[src/logic/ambient_light_cfg.svh]
// Offsets, field positions, reset values and timing counts of the ambient light block
`ifndef AMBIENT_LIGHT_CFG_SVH
`define AMBIENT_LIGHT_CFG_SVH

`define ADDR_SENSOR_CONFIG_A 8'h0E
`define ADDR_SENSOR_CONFIG_B 8'h0F
`define ADDR_SENSOR_CONFIG_C 8'h10
`define ADDR_AMBIENT_READING 8'h11
`define ADDR_LEVEL_FIRST 8'h12
`define ADDR_LEVEL_LAST 8'h21
`define ADDR_SUB_THRESHOLDS 8'h22
`define ADDR_SUB_CONTROL 8'h23

`define CFG_A_SENSOR_ENABLE 0
`define CFG_A_SENSOR_LINEARITY 1
`define CFG_A_OUTPUT_CURVE 2
`define CFG_A_GAIN_MODE_SELECT 3
`define CFG_A_RESET 8'h00

`define CFG_B_BIAS_SELECT_LSB 0
`define CFG_B_RESET 8'h00

`define CFG_C_GAIN_CORR_LSB 0
`define CFG_C_POLL_PERIOD_LSB 4
`define CFG_C_POLL_MODE 6
`define CFG_C_POLL_REQUEST 7
`define CFG_C_RESET 8'h00

`define SUB_HIGH_LSB 4
`define SUB_LOW_LSB 0
`define SUB_THRESHOLDS_RESET 8'hC3
`define SUB_CTRL_ENABLE 0
`define SUB_CTRL_RESPONSE_TYPE 1
`define SUB_CONTROL_RESET 8'h00

// Level 15 first, level 0 last
`define LEVEL_RESET_VALUES {8'h72, 8'h5C, 8'h4A, 8'h3C, 8'h30, 8'h27, 8'h1F, 8'h19, \
  8'h14, 8'h10, 8'h0D, 8'h0A, 8'h08, 8'h06, 8'h05, 8'h04}

`define SUB_FLOOR_LEVEL 8'h00
`define SUB_CEILING_LEVEL 8'h2C

// Automatic gain switch points on the raw code
`define AUTO_GAIN_DIM_LIMIT 8'h10
`define AUTO_GAIN_BRIGHT_LIMIT 8'hF0
`define HIGH_GAIN_SHIFT 3

// One polling unit is 0.5 s
`define POLL_UNIT_MS 500
`define MCLK_KHZ 25000
`define POLL_UNIT_CYCLES (`POLL_UNIT_MS * `MCLK_KHZ)

`endif

[src/logic/ambient_light_pkg.sv]
// Types shared by the ambient light block
package ambient_light_pkg;
  typedef logic [7:0] reg_byte_t;
  typedef logic [3:0] amb_level_t;
  typedef logic [1:0] poll_period_t;
  typedef enum logic [2:0] {
    ST_IDLE = 3'b001,
    ST_CONVERT = 3'b010,
    ST_UPDATE = 3'b100
  } meas_state_t;
endpackage : ambient_light_pkg

[src/logic/poll_timer.sv]
// Polling interval timer, one tick at the end of every selected interval
`timescale 1ns/1ns
`include "ambient_light_cfg.svh"
module poll_timer #(
  parameter int UNIT_CYCLES = `POLL_UNIT_CYCLES
) (
  input wire logic mclk,
  input wire logic reset,
  input wire logic run,
  input wire ambient_light_pkg::poll_period_t period,
  output logic tick
);
  import ambient_light_pkg::*;

  logic [31:0] cycle_ff;
  logic [2:0] unit_ff;
  logic unit_end;
  logic [2:0] units_needed;

  assign unit_end = (cycle_ff == 32'(UNIT_CYCLES - 1));
  assign units_needed = {1'b0, period} + 3'h1;

  always_ff @(posedge mclk) begin
    if (reset || !run) begin
      cycle_ff <= 32'h0000_0000;
    end else if (unit_end) begin
      cycle_ff <= 32'h0000_0000;
    end else begin
      cycle_ff <= cycle_ff + 32'h0000_0001;
    end
  end

  always_ff @(posedge mclk) begin
    if (reset || !run) begin
      unit_ff <= 3'h0;
      tick <= 1'b0;
    end else if (unit_end && (unit_ff + 3'h1 >= units_needed)) begin
      unit_ff <= 3'h0;
      tick <= 1'b1;
    end else begin
      if (unit_end) begin
        unit_ff <= unit_ff + 3'h1;
      end
      tick <= 1'b0;
    end
  end
endmodule : poll_timer

[src/logic/ambient_light_control.sv]
// Ambient light sensor management: gain, bias, polling, level lookup and Sub response
`timescale 1ns/1ns
`include "ambient_light_cfg.svh"
module ambient_light_control #(
  parameter int POLL_UNIT_CYCLES = `POLL_UNIT_CYCLES
) (
  input wire logic mclk,
  input wire logic reset,
  input wire ambient_light_pkg::reg_byte_t reg_addr,
  input wire ambient_light_pkg::reg_byte_t reg_wdata,
  input wire logic reg_wr,
  input wire logic reg_rd,
  output ambient_light_pkg::reg_byte_t reg_rdata,
  input wire ambient_light_pkg::reg_byte_t adc_raw,
  input wire logic adc_done,
  output logic conv_start,
  output logic gain_res_high,
  output logic sensor_bias_output_en,
  output logic [1:0] bias_select,
  output logic sensor_linearity,
  output logic output_curve,
  output ambient_light_pkg::reg_byte_t main_level,
  output ambient_light_pkg::reg_byte_t sub_level,
  output logic sub_active,
  input wire logic fade_enable,
  input wire logic fade_initiate,
  output logic sub_fade_enable,
  output logic sub_fade_initiate
);
  import ambient_light_pkg::*;

  localparam logic [127:0] LEVEL_RESET = `LEVEL_RESET_VALUES;

  reg_byte_t cfg_a_ff;
  reg_byte_t cfg_b_ff;
  reg_byte_t cfg_c_ff;
  reg_byte_t sub_thr_ff;
  reg_byte_t sub_ctrl_ff;
  reg_byte_t level_ff [16];
  logic [4:0] ambient_ff;
  logic poll_req_ff;
  meas_state_t state_ff;
  meas_state_t nxt_state;
  logic poll_tick;
  logic auto_poll;
  logic start_meas;
  reg_byte_t raw_scaled;
  logic signed [13:0] corr_sum;
  reg_byte_t corrected;
  logic [4:0] nxt_ambient;
  amb_level_t amb_high;
  amb_level_t amb_low;
  reg_byte_t rd_mux;
  logic [4:0] lvl_index;

  assign auto_poll = !cfg_c_ff[`CFG_C_POLL_MODE];
  assign amb_high = sub_thr_ff[`SUB_HIGH_LSB +: 4];
  assign amb_low = sub_thr_ff[`SUB_LOW_LSB +: 4];

  poll_timer #(
    .UNIT_CYCLES(POLL_UNIT_CYCLES)
  ) u_poll_timer (
    .mclk(mclk),
    .reset(reset),
    .run(cfg_a_ff[`CFG_A_SENSOR_ENABLE] && auto_poll),
    .period(cfg_c_ff[`CFG_C_POLL_PERIOD_LSB +: 2]),
    .tick(poll_tick)
  );

  // Register writes
  always_ff @(posedge mclk) begin
    if (reset) begin
      cfg_a_ff <= `CFG_A_RESET;
      cfg_b_ff <= `CFG_B_RESET;
      cfg_c_ff <= `CFG_C_RESET;
      sub_thr_ff <= `SUB_THRESHOLDS_RESET;
      sub_ctrl_ff <= `SUB_CONTROL_RESET;
    end else if (reg_wr) begin
      case (reg_addr)
        `ADDR_SENSOR_CONFIG_A: cfg_a_ff <= reg_wdata;
        `ADDR_SENSOR_CONFIG_B: cfg_b_ff <= reg_wdata;
        `ADDR_SENSOR_CONFIG_C: cfg_c_ff <= {1'b0, reg_wdata[6:0]};
        `ADDR_SUB_THRESHOLDS: sub_thr_ff <= reg_wdata;
        `ADDR_SUB_CONTROL: sub_ctrl_ff <= reg_wdata;
        default: cfg_a_ff <= cfg_a_ff;
      endcase
    end
  end

  // Level table
  assign lvl_index = 5'(reg_addr - `ADDR_LEVEL_FIRST);
  always_ff @(posedge mclk) begin
    if (reset) begin
      for (int i = 0; i < 16; i++) begin
        level_ff[i] <= LEVEL_RESET[i*8 +: 8];
      end
    end else if (reg_wr && reg_addr >= `ADDR_LEVEL_FIRST && reg_addr <= `ADDR_LEVEL_LAST) begin
      level_ff[lvl_index[3:0]] <= reg_wdata;
    end
  end

  // Manual poll request, consumed when a measurement starts
  always_ff @(posedge mclk) begin
    if (reset) begin
      poll_req_ff <= 1'b0;
    end else if (reg_wr && reg_addr == `ADDR_SENSOR_CONFIG_C && reg_wdata[`CFG_C_POLL_REQUEST]) begin
      poll_req_ff <= 1'b1;
    end else if (start_meas) begin
      poll_req_ff <= 1'b0;
    end
  end

  assign start_meas = (state_ff == ST_IDLE) && cfg_a_ff[`CFG_A_SENSOR_ENABLE]
    && (auto_poll ? poll_tick : poll_req_ff);

  always_comb begin
    nxt_state = state_ff;
    case (state_ff)
      ST_IDLE: if (start_meas) nxt_state = ST_CONVERT;
      ST_CONVERT: if (adc_done) nxt_state = ST_UPDATE;
      ST_UPDATE: nxt_state = ST_IDLE;
      default: nxt_state = ST_IDLE;
    endcase
  end

  always_ff @(posedge mclk) begin
    if (reset) begin
      state_ff <= ST_IDLE;
      conv_start <= 1'b0;
    end else begin
      state_ff <= nxt_state;
      conv_start <= start_meas;
    end
  end

  // Gain correction: corrected = raw * (16 + g) / 16
  always_comb begin
    raw_scaled = gain_res_high ? (adc_raw >> `HIGH_GAIN_SHIFT) : adc_raw;
    corr_sum = $signed({2'b00, raw_scaled, 4'h0})
      + $signed({6'h00, raw_scaled}) * $signed({{10{cfg_c_ff[3]}}, cfg_c_ff[3:0]});
    corrected = (corr_sum[13:12] != 2'b00) ? 8'hFF : corr_sum[11:4];
    nxt_ambient = {cfg_c_ff[`CFG_C_GAIN_CORR_LSB + 3], corrected[7:4]};
  end

  always_ff @(posedge mclk) begin
    if (reset) begin
      ambient_ff <= 5'h00;
      main_level <= 8'h00;
    end else if (state_ff == ST_CONVERT && adc_done) begin
      ambient_ff <= nxt_ambient;
      main_level <= level_ff[nxt_ambient[3:0]];
    end
  end

  // Gain resistor choice for the next measurement
  always_ff @(posedge mclk) begin
    if (reset) begin
      gain_res_high <= 1'b0;
    end else if (cfg_a_ff[`CFG_A_GAIN_MODE_SELECT]) begin
      gain_res_high <= 1'b0;
    end else if (state_ff == ST_CONVERT && adc_done) begin
      if (!gain_res_high && adc_raw < `AUTO_GAIN_DIM_LIMIT) begin
        gain_res_high <= 1'b1;
      end else if (gain_res_high && adc_raw >= `AUTO_GAIN_BRIGHT_LIMIT) begin
        gain_res_high <= 1'b0;
      end
    end
  end

  // Sub group response
  always_ff @(posedge mclk) begin
    if (reset) begin
      sub_level <= `SUB_FLOOR_LEVEL;
      sub_active <= 1'b0;
    end else begin
      sub_active <= sub_ctrl_ff[`SUB_CTRL_ENABLE];
      if (sub_ctrl_ff[`SUB_CTRL_ENABLE] && state_ff == ST_CONVERT && adc_done) begin
        if (nxt_ambient[3:0] > amb_high) begin
          sub_level <= sub_ctrl_ff[`SUB_CTRL_RESPONSE_TYPE] ?
            `SUB_CEILING_LEVEL : `SUB_FLOOR_LEVEL;
        end else if (nxt_ambient[3:0] < amb_low) begin
          sub_level <= sub_ctrl_ff[`SUB_CTRL_RESPONSE_TYPE] ?
            `SUB_FLOOR_LEVEL : `SUB_CEILING_LEVEL;
        end
      end
    end
  end

  // Fade masking and static outputs
  always_ff @(posedge mclk) begin
    if (reset) begin
      sub_fade_enable <= 1'b0;
      sub_fade_initiate <= 1'b0;
      sensor_bias_output_en <= 1'b0;
      bias_select <= 2'b00;
      sensor_linearity <= 1'b0;
      output_curve <= 1'b0;
    end else begin
      sub_fade_enable <= fade_enable && !sub_ctrl_ff[`SUB_CTRL_ENABLE];
      sub_fade_initiate <= fade_initiate && !sub_ctrl_ff[`SUB_CTRL_ENABLE];
      sensor_bias_output_en <= cfg_a_ff[`CFG_A_SENSOR_ENABLE];
      bias_select <= cfg_b_ff[`CFG_B_BIAS_SELECT_LSB +: 2];
      sensor_linearity <= cfg_a_ff[`CFG_A_SENSOR_LINEARITY];
      output_curve <= cfg_a_ff[`CFG_A_OUTPUT_CURVE];
    end
  end

  // Register reads
  always_comb begin
    rd_mux = 8'h00;
    case (reg_addr)
      `ADDR_SENSOR_CONFIG_A: rd_mux = cfg_a_ff;
      `ADDR_SENSOR_CONFIG_B: rd_mux = cfg_b_ff;
      `ADDR_SENSOR_CONFIG_C: rd_mux = cfg_c_ff;
      `ADDR_AMBIENT_READING: rd_mux = {3'b000, ambient_ff};
      `ADDR_SUB_THRESHOLDS: rd_mux = sub_thr_ff;
      `ADDR_SUB_CONTROL: rd_mux = sub_ctrl_ff;
      default: begin
        if (reg_addr >= `ADDR_LEVEL_FIRST && reg_addr <= `ADDR_LEVEL_LAST) begin
          rd_mux = level_ff[lvl_index[3:0]];
        end
      end
    endcase
  end

  always_ff @(posedge mclk) begin
    if (reset) begin
      reg_rdata <= 8'h00;
    end else if (reg_rd) begin
      reg_rdata <= rd_mux;
    end
  end
endmodule : ambient_light_control

[config.mk]
export PLATFORM = sky130hd
export DESIGN_NAME = ambient_light_control
export DESIGN_NICKNAME = d
export VERILOG_FILES = /design/src/logic/ambient_light_pkg.sv /design/src/logic/poll_timer.sv /design/src/logic/ambient_light_control.sv
export VERILOG_INCLUDE_DIRS = /design/src /design/src/logic
export SDC_FILE = /design/constraint.sdc
export NUM_CORES = 1
export LEC_CHECK = 0
export BUFFER_PORTS_ARGS = -buffer_cell sky130_fd_sc_hd__clkbuf_2
export CAP_MARGIN = 20
export CORE_ASPECT_RATIO = 2
export CORE_MARGIN = 2
export CORE_UTILIZATION = 45
export DETAILED_ROUTE_END_ITERATION = 6
export GPL_ROUTABILITY_DRIVEN = 0
export HOLD_SLACK_MARGIN = 0.1
export PLACE_DENSITY = 0.72
export SLEW_MARGIN = 20
export SYNTH_ARGS = -nofsm -noshare
export SYNTH_HDL_FRONTEND = slang
export SYNTH_SLANG_ARGS = --single-unit
[constraint.sdc]
create_clock -name mclk -period 6.21 [get_ports mclk]
set_clock_uncertainty 0.15 [all_clocks]
set_input_delay 0.3105 -clock mclk [delete_from_list [all_inputs] [get_ports mclk]]
set_output_delay 0.3105 -clock mclk [all_outputs]
set_load 0.05 [all_outputs]
==> results.yml <==
yosys:
  async_reset_ff_share_pct: 0
  netlist_area_mm2: 0.0133
  synth_fa_ha_area_share_pct: 5.61
  synth_top_family_by_area: "simple AND/OR/NAND/NOR gates"
  syn_avg_cell_area_um2: 10.6
  ys_types: 80
  ys.flop_type: "edfxtp_1"
  ys_seq_area_share_pct: 45.8
  yosysWarnings: 0
  muxShareOfSynthArea_pct: 12.0
  synth_xor_xnor_area_share_pct: 2.57
  synth-edff-count: 128
  yosys.area_share.simple_pct: 19.6
  synth_compound_area_share_pct: 9.86
  ys_ff_latch: 239
  synthCells: 1247
placement:
  port_buffers: 59
  dp_slack_ns: 0.131
  hpwl_mm: 27.6
  numPlacedInstances: 1618
  postPlaceCellArea_mm2: 0.0139
critical_path:
  rr_worst_depth: 25
  required_ns: 6.45
  critical-path-max-stage-delay_ns: 0.56
  cp_max_fo: 5
  critPathKind: "register to register"
  cpMostUsedCell: "inv_1"
  end_kind: "register"
  slowest_stage: "fa_1"
  cp.arrival_ns: 6.21
  startpoint_type: "register"
global_routing:
  antenna_found_initial: 0
  grt_util_all_layers_pct: 24.1
  grt_use_met1_pct: 23.5
  first_global_vias: 10100
  grt_max_degree: 51
  use_met3_pct: 2.88
  use_met2_pct: 45.0
  grt-ovfl-total: 0
  top_usage_layer: "met2"
  grt_pass1_wl_mm: 57.3
clocking:
  insertion_delay_ns: 0.53
  clkSlewWorstSetupHoldPaths_ns: 0.08
  numCtsBuffers: 21
  clk_path_buf_depth: 3
  clock-sinks: 239
  cts_tree: "yes"
  htreeDepth: 1
  clock-root-buffer: "clkbuf_16"
power_and_ir_drop:
  power_density_mw_per_mm2: 229
  p_leak_nw: 5.49
  ir_drop_uv: 156
run:
  drv_cap: 0
cells_and_area:
  drive_above_1_share_pct: 17.0
  nets: 1375
  design_area_mm2: 0.0148
  stdcell_count: 1671
  area_growth_pct: 11.4
  n_fill_cell: 2589
  layout_common_cells: "128 x edfxtp_1, 110 x dfxtp_1, 101 x and2_1"
  antennaDiodeCount: 0
  final_common_cell: "edfxtp_1"
floorplanning:
  row_count: 88
  pin_count: 65
  die_area_mm2: 0.0309
  dieWidth_um: 125
  coreArea_mm2: 0.0290
  die_h_um: 247
  start_util_pct: 45.8
routing:
  vias_per_cell: 6.01
  post-route-drc-count: 0
  drtPass1Iterations: 7
  drt_iter0_drc: 909
  wl_per_cell_um: 22.7
  wirelength_mm: 37.9
  ant_nets: 0
  num_vias: 10000
timing:
  fin_setup_tns_ns: 0
  post-route-period-util_pct: 96.1
  fmax_mhz: 168
  maxSlewViolCount: 0
  finalSetupViolations: 0
  timing.hold.ws_ns: 0.145
  hold_viol: 0
  layout_setup_ws_ns: 0.245
  tightest_slew_ns: 1.05
  slew_headroom_pct: 29.7
  finalCriticalPeriod_ns: 5.97
status:
  status: "complete, no violations"
min_path:
  holdPathStages: 3
  holdCritPathClass: "input port to register"
[stage by stage]
stage / utilization [%] / total power, W
floorplan: - / 0.00199
CTS: 50.5 / 0.00338
global route: 51.0 / 0.00347
detailed placement: 48.0 / 0.00210
finish: 51.0 / 0.00339
global placement: 47.9 / 0.00209
[cell type report]
class	instances	area (µm²)	share of cell area (%)
flip-flops and latches	239	6070	41.1
repair buffers	109	716	4.84
clock inverters	15	129	0.872
clock buffers	23	533	3.61
multi-input cells	877	6690	45.3
inverters	48	183	1.24
well taps	360	450	3.05
[power breakdown]
| group | leakage (nW) | internal [W] | switching (W) |
|---|---|---|---|
| sequential | 2.14 | 0.00171 | 0.0000320 |
| clock | 0.317 | 0.000678 | 0.000629 |
| combinational | 3.04 | 0.000128 | 0.000213 |
| total | 5.49 | 0.00251 | 0.000874 |
[flip-flops by register name, summed over array words and instances, names as in the netlist, 8 cells and up]
name	cells
main_level	8
reg_rdata	8
cfg_b_ff	8
sub_ctrl_ff	8
sub_thr_ff	8
u_poll_timer.cycle_ff	32
cfg_a_ff	8
level_ff	128
[metal layers]
layer  part of all wire, %  vias up
li1                      -     4576
met1                    32     4864
met2                    54      453
met3                   5.3      156
met4                   9.4        0
met5                     0        -
[logic make-up after synthesis]
kind of cell    after synthesis
compound gates              196
xor+xnor                     35
fa+ha+maj                    48
buf+inv                     135
flops                       239
mux                         105
other cells                   1
simple gates                488
[what timing repair did]
action	4_1_cts	5_1_grt
endpoints found under the setup margin	0	1
buffers inserted	0	9
resized for setup	0	10
hold buffers	6	0
hold endpoints to repair	4	0
[path summary, 6_finish.rpt]
kind | startpoint | slack, ns | endpoint
worst min register to register | cfg_b_ff[5] | 0.31 | cfg_b_ff[5]
worst min-delay path | reg_rd | 0.14 | reg_rdata[3]
worst max register to register | gain_res_high | 0.24 | sub_level[3]
worst max-delay path | gain_res_high | 0.24 | sub_level[3]
[synth_stat cells, types with 33 or more instances]
cell type	count	area, µm²
a21oi_1	60	300
and2_1	101	632
clkbuf_1	60	225
dfxtp_1	111	2220
edfxtp_1	128	3840
inv_1	46	173
mux2i_1	59	591
mux4_2	42	946
nand2_1	74	278
nand2b_1	33	206
nand3_1	51	255
nor2_1	94	353
or3_1	35	219
[worst max-delay path, delay by kind of cell (launching register included)]
family | cells | cell delay (ns)
AO/OA/AOI/OAI | 8 | 1.74
buffers and inverters | 5 | 0.40
adder cells (fa/ha/maj) | 5 | 2.19
XOR/XNOR | 1 | 0.18
AND/OR/NAND/NOR | 6 | 0.80
flip-flops | 1 | 0.37
(Power assumes the default switching activity.)
